==> src/rtl/dac_buf_defs.svh <==
// Constants for the converter data buffer control block
// Overview of operation
// - One control bit picks which of two reference inputs feeds the converter.
// - While enabled, a 12-bit code from word zero or selected word goes out.
// - Buffer disabled: always convert word zero, whatever the read pointer holds.
// - Converter and buffer enabled: each trigger moves the read pointer per mode.
// - Changing the work mode leaves the read pointer as it is.
// - Software may load the read pointer with zero up to the upper limit.
// - Bottom flag sets when the read pointer equals the upper limit.
// - Top flag sets when the read pointer equals zero.
// - Outside FIFO mode, watermark flag sets when pointer reaches one to four words below limit.
// - Normal mode: increment per trigger, wrap from limit to zero next trigger.
// - Swing mode: after the limit, count down to zero, then up again.
// - One-time scan: increment per trigger, then hold at the limit.
// - One-time scan: reloaded below the limit, it climbs and stops again.
// - One-time scan: pointer loaded with the limit never advances.
// - FIFO mode: each valid buffer word write is queued, write pointer advances.
// - FIFO mode: 16-bit or 8-bit writes with address bit one set are dropped.
// - FIFO mode: 32-bit write only at even write pointer, then advances by two.
// - Writes that would overflow are dropped: any when full, 32-bit with one free.
// - 8-bit FIFO writes: address bit zero picks lane; advance after both lanes.
// - Buffer word reads return stored data and move neither pointer.
// - FIFO pushes are taken while the converter is still disabled.
// - Work mode codes: normal 00, swing 01, one-time scan 10, FIFO 11.
// - Entering FIFO: limit becomes write pointer equal to read pointer, queue empty.
// - Normal watermark codes 00 to 11 mean one to four words below the limit.
`ifndef DAC_BUF_DEFS_SVH
`define DAC_BUF_DEFS_SVH
`define BUF_PTR_W 4
`define BUF_DEPTH 16
`define CODE_W 12
`define WORD_W 16
`define LIMIT_RESET 4'hf
`define FIFO_WM_LOW 2
`endif

==> src/rtl/dac_buf_pkg.sv <==
// Types shared by the converter data buffer control block
`include "dac_buf_defs.svh"
package dac_buf_pkg;
  typedef enum logic [1:0] {
    MODE_NORMAL = 2'b00,
    MODE_SWING = 2'b01,
    MODE_ONESHOT = 2'b10,
    MODE_FIFO = 2'b11
  } work_mode_e;

  typedef enum logic [1:0] {
    SIZE_8 = 2'b00,
    SIZE_16 = 2'b01,
    SIZE_32 = 2'b11
  } access_size_e;

  typedef enum logic {
    DIR_UP = 1'b0,
    DIR_DOWN = 1'b1
  } sweep_dir_e;

  typedef struct packed {
    logic valid;
    access_size_e size;
    logic [`BUF_PTR_W:0] addr;
    logic [31:0] data;
  } wr_req_s;

  typedef struct packed {
    logic watermark_flag;
    logic pointer_top_flag;
    logic pointer_bottom_flag;
  } flags_s;
endpackage

==> src/rtl/dac_word_mem.sv <==
// Buffer word store with one pair write port and two registered read ports
`timescale 1ns/1ns
module dac_word_mem #(
  parameter int PW = 4,
  parameter int W = 16
) (
  // Clock
  input wire logic i_core_clk,
  // Write: bytes 0-1 to entry index, bytes 2-3 to entry index+1
  input wire logic [3:0] i_wr_be,
  input wire logic [PW-1:0] i_wr_index,
  input wire logic [31:0] i_wr_data,
  // Read ports
  input wire logic [PW-1:0] i_rd_a_index,
  output logic [W-1:0] o_rd_a_data,
  input wire logic [PW-1:0] i_rd_b_index,
  output logic [W-1:0] o_rd_b_data
);
  logic [W-1:0] words [2**PW];
  logic [PW-1:0] upper_index;

  assign upper_index = i_wr_index + 1'b1;

  always_ff @(posedge i_core_clk) begin
    if (i_wr_be[0]) begin
      words[i_wr_index][7:0] <= i_wr_data[7:0];
    end
    if (i_wr_be[1]) begin
      words[i_wr_index][W-1:8] <= i_wr_data[W-1:8];
    end
    if (i_wr_be[2]) begin
      words[upper_index][7:0] <= i_wr_data[23:16];
    end
    if (i_wr_be[3]) begin
      words[upper_index][W-1:8] <= i_wr_data[W+15:24];
    end
  end

  always_ff @(posedge i_core_clk) begin
    o_rd_a_data <= words[i_rd_a_index];
    o_rd_b_data <= words[i_rd_b_index];
  end
endmodule

==> src/rtl/dac_skid_buffer.sv <==
// Two-entry valid/ready buffer with registered outputs
`timescale 1ns/1ns
module dac_skid_buffer #(
  parameter int W = 12
) (
  // Clock and reset
  input wire logic i_core_clk,
  input wire logic i_reset_n,
  // Fill side
  input wire logic i_valid,
  input wire logic [W-1:0] i_data,
  output logic o_ready,
  // Drain side
  output logic o_valid,
  output logic [W-1:0] o_data,
  input wire logic i_ready
);
  logic [W-1:0] spare;
  logic spare_full;
  logic take;
  logic give;

  assign take = i_valid && o_ready;
  assign give = o_valid && i_ready;

  always_ff @(posedge i_core_clk) begin
    if (!i_reset_n) begin
      o_valid <= 1'b0;
      spare_full <= 1'b0;
      o_ready <= 1'b1;
    end else begin
      if (give || !o_valid) begin
        o_valid <= spare_full || take;
        spare_full <= spare_full && take;
      end else if (take) begin
        spare_full <= 1'b1;
      end
      o_ready <= !(spare_full || (take && o_valid && !give)) || (give && !take);
    end
  end

  always_ff @(posedge i_core_clk) begin
    if (give || !o_valid) begin
      o_data <= spare_full ? spare : i_data;
      if (take) begin
        spare <= i_data;
      end
    end else if (take) begin
      spare <= i_data;
    end
  end
endmodule

==> src/rtl/dac_data_buffer_control.sv <==
// Converter data buffer control: pointer modes, FIFO writes, flags and code output
`timescale 1ns/1ns
`include "dac_buf_defs.svh"
module dac_data_buffer_control #(
  parameter int PW = `BUF_PTR_W,
  parameter int REF_W = 1
) (
  // Clock and reset
  input wire logic i_core_clk,
  input wire logic i_reset_n,
  // Configuration
  input wire logic i_converter_enable,
  input wire logic i_buffer_pointer_enable,
  input wire dac_buf_pkg::work_mode_e i_buffer_work_mode,
  input wire logic [1:0] i_watermark_select,
  input wire logic i_reference_source_select,
  // Reference inputs and selected reference
  input wire logic [REF_W-1:0] i_reference_input_one,
  input wire logic [REF_W-1:0] i_reference_input_two,
  output logic [REF_W-1:0] o_reference,
  // Triggers
  input wire logic i_hw_trigger,
  input wire logic i_sw_trigger,
  // Pointer and limit loads
  input wire logic i_ptr_load,
  input wire logic [PW-1:0] i_ptr_value,
  input wire logic i_limit_load,
  input wire logic [PW-1:0] i_limit_value,
  // Buffer word writes and reads
  input wire dac_buf_pkg::wr_req_s i_wr,
  output logic o_wr_accepted,
  input wire logic i_rd_valid,
  input wire logic [PW-1:0] i_rd_index,
  output logic o_rd_valid,
  output logic [`WORD_W-1:0] o_rd_data,
  // State and flags
  output logic [PW-1:0] o_buffer_read_pointer,
  output logic [PW-1:0] o_buffer_upper_limit,
  output dac_buf_pkg::flags_s o_flags,
  input wire dac_buf_pkg::flags_s i_flags_clear,
  // Converter code stream
  output logic o_code_valid,
  output logic [`CODE_W-1:0] o_code,
  input wire logic i_code_ready
);
  import dac_buf_pkg::*;

  localparam int DEPTH = 2**PW;

  logic [PW-1:0] rp;
  logic [PW-1:0] limit;
  sweep_dir_e dir;
  logic [PW:0] count;
  logic [1:0] lanes;
  logic fifo_mode_d;
  logic trig_pend;
  logic upd_d1;
  logic push_pend;
  logic enable_d;
  logic adv;
  logic fifo;
  logic fifo_enter;
  logic wr_ok;
  logic [3:0] wr_be;
  logic [PW-1:0] wr_index;
  logic [31:0] wr_data;
  logic [1:0] wr_push;
  logic pop;
  logic [PW:0] free;
  logic [PW-1:0] next_rp;
  sweep_dir_e next_dir;
  logic [PW-1:0] conv_index;
  logic [`WORD_W-1:0] conv_word;
  logic skid_ready;
  logic [PW:0] fifo_wm;
  logic wm_hit;

  // Step of the read pointer for one trigger; returns direction and pointer
  function automatic logic [PW:0] step_ptr(input work_mode_e mode, input logic [PW-1:0] p,
                                           input logic [PW-1:0] up, input sweep_dir_e d,
                                           input logic [PW:0] cnt);
    logic [PW:0] r;
    r = {d, p};
    case (mode)
      MODE_NORMAL: begin
        r = {DIR_UP, (p == up) ? {PW{1'b0}} : PW'(p + 1'b1)};
      end
      MODE_SWING: begin
        if (up == '0) begin
          r = {DIR_UP, {PW{1'b0}}};
        end else if (d == DIR_UP) begin
          r = (p >= up) ? {DIR_DOWN, PW'(p - 1'b1)} : {DIR_UP, PW'(p + 1'b1)};
        end else begin
          r = (p == '0) ? {DIR_UP, PW'(p + 1'b1)} : {DIR_DOWN, PW'(p - 1'b1)};
        end
      end
      MODE_ONESHOT: begin
        r = {DIR_UP, (p >= up) ? p : PW'(p + 1'b1)};
      end
      MODE_FIFO: begin
        r = {DIR_UP, (cnt != '0) ? PW'(p + 1'b1) : p};
      end
      default: begin
        r = {d, p};
      end
    endcase
    return r;
  endfunction

  assign fifo = (i_buffer_work_mode == MODE_FIFO);
  assign fifo_enter = fifo && !fifo_mode_d;
  assign adv = trig_pend && i_converter_enable && i_buffer_pointer_enable && skid_ready
               && !upd_d1 && !push_pend && !i_ptr_load && !fifo_enter;
  assign pop = adv && fifo && (count != '0);
  assign {next_dir, next_rp} = step_ptr(i_buffer_work_mode, rp, limit, dir, count);
  assign free = (PW+1)'(DEPTH) - count;
  assign conv_index = i_buffer_pointer_enable ? rp : {PW{1'b0}};

  // Write decode: lanes, target entries and how many queue entries are added
  always_comb begin
    wr_ok = 1'b0;
    wr_be = 4'h0;
    wr_index = i_wr.addr[PW:1];
    wr_data = i_wr.data;
    wr_push = 2'h0;
    if (i_wr.valid && !fifo) begin
      wr_index = i_wr.addr[PW:1];
      case (i_wr.size)
        SIZE_32: begin
          wr_ok = !i_wr.addr[1] && !i_wr.addr[0];
          wr_be = 4'hf;
        end
        SIZE_16: begin
          wr_ok = !i_wr.addr[0];
          wr_be = 4'h3;
        end
        default: begin
          wr_ok = 1'b1;
          wr_be = i_wr.addr[0] ? 4'h2 : 4'h1;
          wr_data = {i_wr.data[7:0], i_wr.data[7:0], i_wr.data[7:0], i_wr.data[7:0]};
        end
      endcase
    // pushes need only the pointer enable
    end else if (i_wr.valid && i_buffer_pointer_enable) begin
      // FIFO writes target the write pointer
      wr_index = limit;
      case (i_wr.size)
        SIZE_32: begin
          wr_ok = !limit[0] && (free >= (PW+1)'(2));
          wr_be = 4'hf;
          wr_push = 2'h2;
        end
        SIZE_16: begin
          // address bit one must be clear
          wr_ok = !i_wr.addr[1] && (free != '0);
          wr_be = 4'h3;
          wr_push = 2'h1;
        end
        default: begin
          wr_ok = !i_wr.addr[1] && (free != '0);
          wr_be = i_wr.addr[0] ? 4'h2 : 4'h1;
          wr_data = {i_wr.data[7:0], i_wr.data[7:0], i_wr.data[7:0], i_wr.data[7:0]};
          wr_push = ((lanes | wr_be[1:0]) == 2'h3) ? 2'h1 : 2'h0;
        end
      endcase
    end
    if (!wr_ok) begin
      wr_be = 4'h0;
      wr_push = 2'h0;
    end
  end

  // Pending trigger, dropped while the pointer is disabled
  always_ff @(posedge i_core_clk) begin
    if (!i_reset_n) begin
      trig_pend <= 1'b0;
    end else if (!(i_converter_enable && i_buffer_pointer_enable)) begin
      trig_pend <= 1'b0;
    end else begin
      trig_pend <= (trig_pend && !adv) || i_hw_trigger || i_sw_trigger;
    end
  end

  // Read pointer and sweep direction
  always_ff @(posedge i_core_clk) begin
    if (!i_reset_n) begin
      rp <= {PW{1'b0}};
      dir <= DIR_UP;
    end else if (i_ptr_load) begin
      rp <= i_ptr_value;
      dir <= DIR_UP;
    end else if (adv) begin
      rp <= next_rp;
      dir <= next_dir;
    end
  end

  // Upper limit, which doubles as the write pointer in FIFO mode
  always_ff @(posedge i_core_clk) begin
    if (!i_reset_n) begin
      limit <= `LIMIT_RESET;
    end else if (fifo_enter) begin
      // write pointer starts at read pointer
      limit <= rp;
    end else if (i_limit_load) begin
      limit <= i_limit_value;
    end else begin
      limit <= limit + PW'(wr_push);
    end
  end

  // Queue occupancy and byte lane pairing
  always_ff @(posedge i_core_clk) begin
    if (!i_reset_n) begin
      count <= '0;
      lanes <= 2'h0;
      fifo_mode_d <= 1'b0;
    end else begin
      fifo_mode_d <= fifo;
      if (fifo_enter || !fifo) begin
        count <= '0;
        lanes <= 2'h0;
      end else if (i_limit_load || i_ptr_load) begin
        count <= {1'b0, PW'((i_limit_load ? i_limit_value : limit)
                            - (i_ptr_load ? i_ptr_value : rp))};
        lanes <= 2'h0;
      end else begin
        count <= count + (PW+1)'(wr_push) - (PW+1)'(pop);
        if (wr_ok && i_wr.size == SIZE_8) begin
          lanes <= (wr_push != 2'h0) ? 2'h0 : (lanes | wr_be[1:0]);
        end
      end
    end
  end

  dac_word_mem #(
    .PW(PW),
    .W(`WORD_W)
  ) u_mem (
    .i_core_clk(i_core_clk),
    .i_wr_be(wr_be),
    .i_wr_index(wr_index),
    .i_wr_data(wr_data),
    .i_rd_a_index(conv_index),
    .o_rd_a_data(conv_word),
    .i_rd_b_index(i_rd_index),
    .o_rd_b_data(o_rd_data)
  );

  always_ff @(posedge i_core_clk) begin
    if (!i_reset_n) begin
      o_rd_valid <= 1'b0;
      o_wr_accepted <= 1'b0;
    end else begin
      o_rd_valid <= i_rd_valid;
      o_wr_accepted <= wr_ok;
    end
  end

  // Code refresh: the store read lags the pointer by one edge
  always_ff @(posedge i_core_clk) begin
    if (!i_reset_n) begin
      upd_d1 <= 1'b0;
      push_pend <= 1'b0;
      enable_d <= 1'b0;
    end else begin
      enable_d <= i_converter_enable;
      upd_d1 <= adv || i_ptr_load || (wr_be != 4'h0) || fifo_enter
                || (i_converter_enable && !enable_d);
      push_pend <= (push_pend && !skid_ready) || upd_d1;
    end
  end

  dac_skid_buffer #(
    .W(`CODE_W)
  ) u_skid (
    .i_core_clk(i_core_clk),
    .i_reset_n(i_reset_n),
    .i_valid(push_pend && i_converter_enable),
    .i_data(conv_word[`CODE_W-1:0]),
    .o_ready(skid_ready),
    .o_valid(o_code_valid),
    .o_data(o_code),
    .i_ready(i_code_ready)
  );

  always_ff @(posedge i_core_clk) begin
    if (!i_reset_n) begin
      o_reference <= '0;
    end else begin
      o_reference <= i_reference_source_select ? i_reference_input_two : i_reference_input_one;
    end
  end

  always_comb begin
    case (i_watermark_select)
      2'b00: fifo_wm = (PW+1)'(`FIFO_WM_LOW);
      2'b01: fifo_wm = (PW+1)'(DEPTH / 4);
      2'b10: fifo_wm = (PW+1)'(DEPTH / 2);
      default: fifo_wm = (PW+1)'(DEPTH - 2);
    endcase
    wm_hit = fifo ? (count <= fifo_wm)
                  : (rp == PW'(limit - PW'(i_watermark_select) - 1'b1));
  end

  // Sticky flags; a set in the clearing cycle wins
  always_ff @(posedge i_core_clk) begin
    if (!i_reset_n) begin
      o_flags <= '0;
    end else if (i_buffer_pointer_enable) begin
      o_flags.pointer_bottom_flag <= (rp == limit)
                                     || (o_flags.pointer_bottom_flag
                                         && !i_flags_clear.pointer_bottom_flag);
      o_flags.pointer_top_flag <= (rp == '0)
                                  || (o_flags.pointer_top_flag && !i_flags_clear.pointer_top_flag);
      o_flags.watermark_flag <= wm_hit
                                || (o_flags.watermark_flag && !i_flags_clear.watermark_flag);
    end else begin
      o_flags <= o_flags & ~i_flags_clear;
    end
  end

  always_ff @(posedge i_core_clk) begin
    if (!i_reset_n) begin
      o_buffer_read_pointer <= '0;
      o_buffer_upper_limit <= `LIMIT_RESET;
    end else begin
      o_buffer_read_pointer <= rp;
      o_buffer_upper_limit <= limit;
    end
  end
endmodule

==> config.mk <==
export PLATFORM = sky130hd
export DESIGN_NAME = dac_data_buffer_control
export DESIGN_NICKNAME = d
export VERILOG_FILES = /design/src/rtl/dac_buf_pkg.sv /design/src/rtl/dac_word_mem.sv /design/src/rtl/dac_skid_buffer.sv /design/src/rtl/dac_data_buffer_control.sv
export VERILOG_INCLUDE_DIRS = /design/src /design/src/rtl
export SDC_FILE = /design/constraint.sdc
export NUM_CORES = 1
export LEC_CHECK = 0
export BUFFER_PORTS_ARGS = -buffer_cell sky130_fd_sc_hd__buf_2
export CAP_MARGIN = 10
export CORE_MARGIN = 2
export CORE_UTILIZATION = 40
export DETAILED_ROUTE_END_ITERATION = 7
export GPL_TIMING_DRIVEN = 0
export PLACE_DENSITY = 0.65
export SLEW_MARGIN = 40
export SYNTH_ARGS = -nofsm -noshare
export SYNTH_HDL_FRONTEND = slang
export SYNTH_SLANG_ARGS = --single-unit
==> constraint.sdc <==
create_clock -name i_core_clk -period 6.1 [get_ports i_core_clk]
set_clock_uncertainty 0.15 [all_clocks]
set_input_delay 1.22 -clock i_core_clk [delete_from_list [all_inputs] [get_ports i_core_clk]]
set_output_delay 1.22 -clock i_core_clk [all_outputs]
set_load 0.005 [all_outputs]
Yosys cells after proc, flatten, opt, wreduce, memory -nomap -nowiden
Memories as Yosys holds them, arrays and structs flattened. A register that Yosys moved wholly into a read port is not among the register bits.
Cells that the tools add are included.
- add/sub/neg operators: 10
- reduce and logical (&&, ||, !) cells: 82
- bitwise logic cells: 5
- equal/unequal tests: 12
- mux-type cells: 51
- $lt $le $gt $ge: 3
- operators by type and width (cell ; count):
    two-way mux 32 bit ; 3
    two-way mux 4 bit ; 16
    logical AND 1 bit ; 30
    two-way mux 5 bit ; 4
    one-hot mux 5 bit (4 select lines) ; 1
    logical NOT 1 bit ; 19
    logical OR 1 bit ; 16
    two-way mux 1 bit ; 16
    two-way mux 12 bit ; 1
    one-hot mux 4 bit (3 select lines) ; 1
    == test 2 bit (second input constant) ; 5
    two-way mux 2 bit ; 5
    nonzero test 5 bit ; 2
    adder 4 x 1 -> 4 bit (second input constant) ; 2
    == test 4 bit ; 2
    logical NOT 4 bit ; 2
    one-hot mux 4 bit (2 select lines) ; 1
    subtractor 4 x 1 -> 4 bit (second input constant) ; 2
    == test 2 x 1 -> 1 bit (second input constant) ; 3
    logical NOT 2 bit ; 3
    nonzero test 2 bit ; 3
    OR reduction 2 bit ; 3
    adder 5 x 2 -> 5 bit ; 1
    greater-or-equal comparator 5 x 2 -> 1 bit (second input constant) ; 1
    other kinds (20) ; 21
- register bits after elaboration: 62
- memories kept: 1
- RAM bits: 256
- output and inout bits: 43
- memory list (memory ; words ; width ; read ports ; clocked after memory_dff ; wr ports ; line ; text):
    u_mem.words ; 16 ; 16 ; 2 ; 2 ; 2 ; dac_word_mem.sv:19 ; logic [W-1:0] words [2**PW];

Depth between registers and ports, before layout
- depth in word-level cells: 11
- depth in mapped cells: 19
- depth with buffers taken out: 19

By module
Synthesis repeated with hierarchy kept, for this count alone.
- cell total of the unflattened synthesis: 1398
- area, all modules: 19680.1 µm²
- by module, submodules not included (module ; instances ; cells an instance ; area each (µm²)):
    dac_word_mem ; 1 ; 964 ; 15722.6
    dac_data_buffer_control ; 1 ; 384 ; 2950.3
    dac_skid_buffer ; 1 ; 50 ; 1007.2

Worst setup path before layout
OpenSTA, ideal clock, no wires.
- path type: input-to-reg
- from: in i_buffer_work_mode[0]
- to: reg count[4]
- required time: 5.820 ns
- library setup time: 0.130 ns
- setup slack: 1.744 ns
- data arrival time: 4.077 ns
- stages: 17
- path through: buf_2 > nand4_4 > buf_6 > a2111oi_2 > o21ai_1 > o211ai_4 > nor2b_1 > inv_1 > ha_1 > inv_1 > ha_1 > fa_1 > a21oi_1 > nor2_1 > nor2_1 > xnor2_1 > nor3_1
- cells in the longest elaborated chain, start to end: 7
- elaborated cells on any way between the ends: 15
- those cells by class: 2 x add/sub; 1 x eq/ne; 3 x mux; 9 x reduce/logical
- ends and longest elaborated chain (item ; line ; text):
    start, declared ; dac_data_buffer_control.sv:14 ; input wire dac_buf_pkg::work_mode_e i_buffer_work_mode,
    == test 2 bit * ; dac_data_buffer_control.sv:110 ; assign fifo = (i_buffer_work_mode == MODE_FIFO);
    logical NOT 1 bit / logical AND 1 bit (equally long branches) ; dac_data_buffer_control.sv:126, dac_data_buffer_control.sv:220, dac_data_buffer_control.sv:111 ;
    logical AND 1 bit / logical NOT 1 bit (equally long branches) ; dac_data_buffer_control.sv:126, dac_data_buffer_control.sv:113 ;
    two-way mux 2 bit, or another cell as far along ; dac_data_buffer_control.sv:126 ; if (i_wr.valid && !fifo) begin
    two-way mux 2 bit / logical AND 1 bit (equally long branches) ; dac_data_buffer_control.sv:167, dac_data_buffer_control.sv:114 ;
    adder 5 x 2 -> 5 bit / logical AND 1 bit (equally long branches) ; dac_data_buffer_control.sv:228, dac_data_buffer_control.sv:114 ;
    subtractor 5 x 1 -> 5 bit ; dac_data_buffer_control.sv:228 ; count <= count + (PW+1)'(wr_push) - (PW+1)'(pop);
    end signal, assigned ; dac_data_buffer_control.sv:224 ; count <= {1'b0, PW'((i_limit_load ? i_limit_value : limit)
    end signal, assigned ; dac_data_buffer_control.sv:228 ;
    end, declared ; dac_data_buffer_control.sv:53 ; logic [PW:0] count;
Every way passes the cells marked *; elsewhere a longest branch is shown, timed or not.
A chain may end at the register's enable or synchronous reset.

Worst setup path in the final report
- from: reg count[1]
- to: reg count[4]
- cells in the longest elaborated chain, start to end: 9
- elaborated cells on any way between the ends: 13
- those cells by class: 3 x add/sub; 1 x order compare; 4 x mux; 5 x reduce/logical
- ends and longest elaborated chain (item ; line ; text):
    subtractor 5 bit ; dac_data_buffer_control.sv:116 ; assign free = (PW+1)'(DEPTH) - count;
    greater-or-equal comparator 5 x 2 -> 1 bit / nonzero test 5 bit (equally long branches) ; dac_data_buffer_control.sv:149, dac_data_buffer_control.sv:155, dac_data_buffer_control.sv:160 ;
    logical AND 1 bit, on equally long branches ; dac_data_buffer_control.sv:149, dac_data_buffer_control.sv:155, dac_data_buffer_control.sv:160 ;
    two-way mux 1 bit ; -- ;
    two-way mux 1 bit ; dac_data_buffer_control.sv:144 ; end else if (i_wr.valid && i_buffer_pointer_enable) begin
    two-way mux 1 bit ; dac_data_buffer_control.sv:126 ;
    two-way mux 2 bit ; dac_data_buffer_control.sv:167 ; if (!wr_ok) begin
    adder 5 x 2 -> 5 bit ; dac_data_buffer_control.sv:228 ;
    subtractor 5 x 1 -> 5 bit * ; dac_data_buffer_control.sv:228 ;
Marked as above.

==> out/results.ini <==
[placed_design]
portBuffers = 99
gp_congestion = 0.969
dpl_worst_slack_ps = 1290
dp.cells = 2135
hpwl_um = 41900
placed_area_um2 = 19600

[synthesis]
synth_area_leaders = edfxtp_1 46%, mux4_2 9.9%, dfxtp_1 7.2%
synth_top_area_share_pct = 46.0
ys_seq_elements = 346
avgSynthCellArea_um2 = 12.7
synth.cell_area_um2 = 18300
syn-num-nets = 1540
yosys.area.top_type = edfxtp_1
ys_types = 65
ys_warn_count = 0
async_reset_ff_share_pct = 0
synth_edf_count = 280
yosysSeqAreaShare_pct = 53.2
netlist_instances = 1435
ys.flop_type = edfxtp_1

[floorplanning]
core_um2 = 45300
dieWidth_um = 218
die_height_um = 218
dieArea_um2 = 47400
io_pins = 115
fp-row-count = 78
initial_core_util_pct = 40.4

[clock_tree]
postCtsResizedCells = 0
clkTransAtPathRegs_ps = 60
postCtsSetupBuffers = 0
clock_path_buffers = 3
insertion_delay_ps = 580
cts_tree = built
numCtsBuffers = 40
root_buffer = clkbuf_16
cts-hold-fix-buffers = 0
clock_sinks = 346
h-tree-depth = 2

[sta]
layout_setup_ws_ps = 1700
tns_ps = 0
maxSlewViolCount = 0
fmax_ghz = 0.227
tightest_slew_ps = 887
rsz0062_at_grt = false
setup_viol = 0
finalHoldWorstSlack_ps = 288
period_needed_ps = 4400
hold_violations = 0
relSlewSlack_pct = 39.2
post-route-period-util_pct = 72.1

[routing]
avgRoutedWirePerCell_um = 25.5
via_per_inst = 5.75
ant_nets = 0
route.final.wire_length_um = 56400
dr.first_iter.drc_count = 1501
drc = 0
vias = 12700
drt_pre_antenna_iters = 7

[global_routing]
grt_max_degree = 16
grt_pass1_wl_um = 82700
grt_util_all_layers_pct = 23.8
grt_pass1_vias = 12600
overflow = 0
antenna_found_initial = 1

[cells_and_area]
nets = 1682
final_core_util_pct = 46.4
final_cells = 2209
drive_gt1_share_pct = 23.7
area_delta_synth_final_pct = 15.0
antenna_cells = 0
fillerInstances = 4059
design_area_um2 = 21000

[status]
status = finished clean

[pwr]
p_leak_nw = 7.89
power_mw = 5.83
power_density_nw_per_um2 = 277
peakVddDrop_v = 0.000174

[worst_hold_path]
worst_hold_path.num_cells = 0
hp-class = reg -> reg

[critical_path]
rrSetupSlack_ps = 1700
criticalPathCategory = reg -> reg
crit_fanout = 10
worstSetupEndpointType = register
start_kind = register
worstPathRequired_ps = 6390
arrival_ps = 4690
reg2regPathDepth = 19

[flow_run]
max-cap-violations = 0

## routing by layer
layer	global-route usage (%)	vias up	wire length [um]
met3	5.90	103	5590
met2	37.9	674	26100
li1	-	5581	-
met1	31.8	6336	22900
met4	8.44	0	1890
met5	0	-	0
## where the power goes
| group | switching, mW | internal, mW | leakage (nW) |
|---|---|---|---|
| Combinational | 0.398 | 0.253 | 4.13 |
| Clock | 1.01 | 1.52 | 0.678 |
| Sequential | 0.0293 | 2.63 | 3.08 |
## layout by cell type, fill, tap and decap left out, types with 64 or more instances in the layout
master	synthesis	routed
edfxtp_1	280	280
clkbuf_1	126	130
buf_2	22	122
mux2i_1	111	105
inv_1	94	94
mux4_2	80	80
nand2_1	77	77
dfxtp_1	66	66
nor2_1	74	64
mux2_1	64	64
## registers in the layout (all words and copies together), names as in the netlist, 2 cells and up
name and flops:
u_mem.words 256, u_mem.o_rd_b_data 16, u_mem.o_rd_a_data 12, u_skid.o_data 12
u_skid.spare 12, count 5, limit 4, o_buffer_read_pointer 4
o_buffer_upper_limit 4, rp 4, o_flags 3, lanes 2
## synthesized netlist by cell type (29+ instances only)
library cell / n
a21oi_1: 62
clkbuf_1: 126
nand2_1: 77
inv_1: 94
mux4_2: 80
dfxtp_1: 66
mux2_2: 50
edfxtp_1: 280
o21ai_0: 46
nor2_1: 74
ha_1: 29
mux2i_1: 111
mux2_1: 64
## logic make-up (layout without fill, tap and decap cells)
kind of cell    count (synthesis)  after routing  share of synthesized area, %
compound gates                238            238                          8.66
xor+xnor                       16             16                         0.767
fa+ha+maj                      33             33                          2.42
buf+inv                       263            437                          5.96
flops                         346            346                          53.2
mux                           305            305                          23.0
simple gates                  234            234                          6.02
## worst max-delay path, cell delays in order, from the launching register on
cell and delay (ps):
dfxtp_1 420, inv_1 140, ha_1 220, and2_1 140
ha_1 270, and4b_1 240, a2111oi_2 370, o21ai_1 230
o211ai_4 300, nor2b_1 250, inv_1 60, ha_1 260
inv_1 40, ha_1 200, fa_1 460, a21oi_1 140
nor2_1 60, nor2_1 120, xnor2_1 130, nor3_1 60
## worst paths after layout
| kind | from | end |
|---|---|---|
| max | count[1] | count[4] |
| min | u_mem.o_rd_a_data[8] | u_skid.spare[8] |
| max reg2reg | count[1] | count[4] |
| min reg2reg | u_mem.o_rd_a_data[8] | u_skid.spare[8] |
## layout make-up
class	instances	area, um^2	area share (%)
multi-input combinational	826	7560	36.0
timing repair buffer	100	503	2.39
buffer	169	744	3.54
tap	600	751	3.57
inverter	94	353	1.68
clock buffer	59	1220	5.79
sequential	346	9730	46.3
clock inverter	15	169	0.803
(Power assumes the default switching activity.)
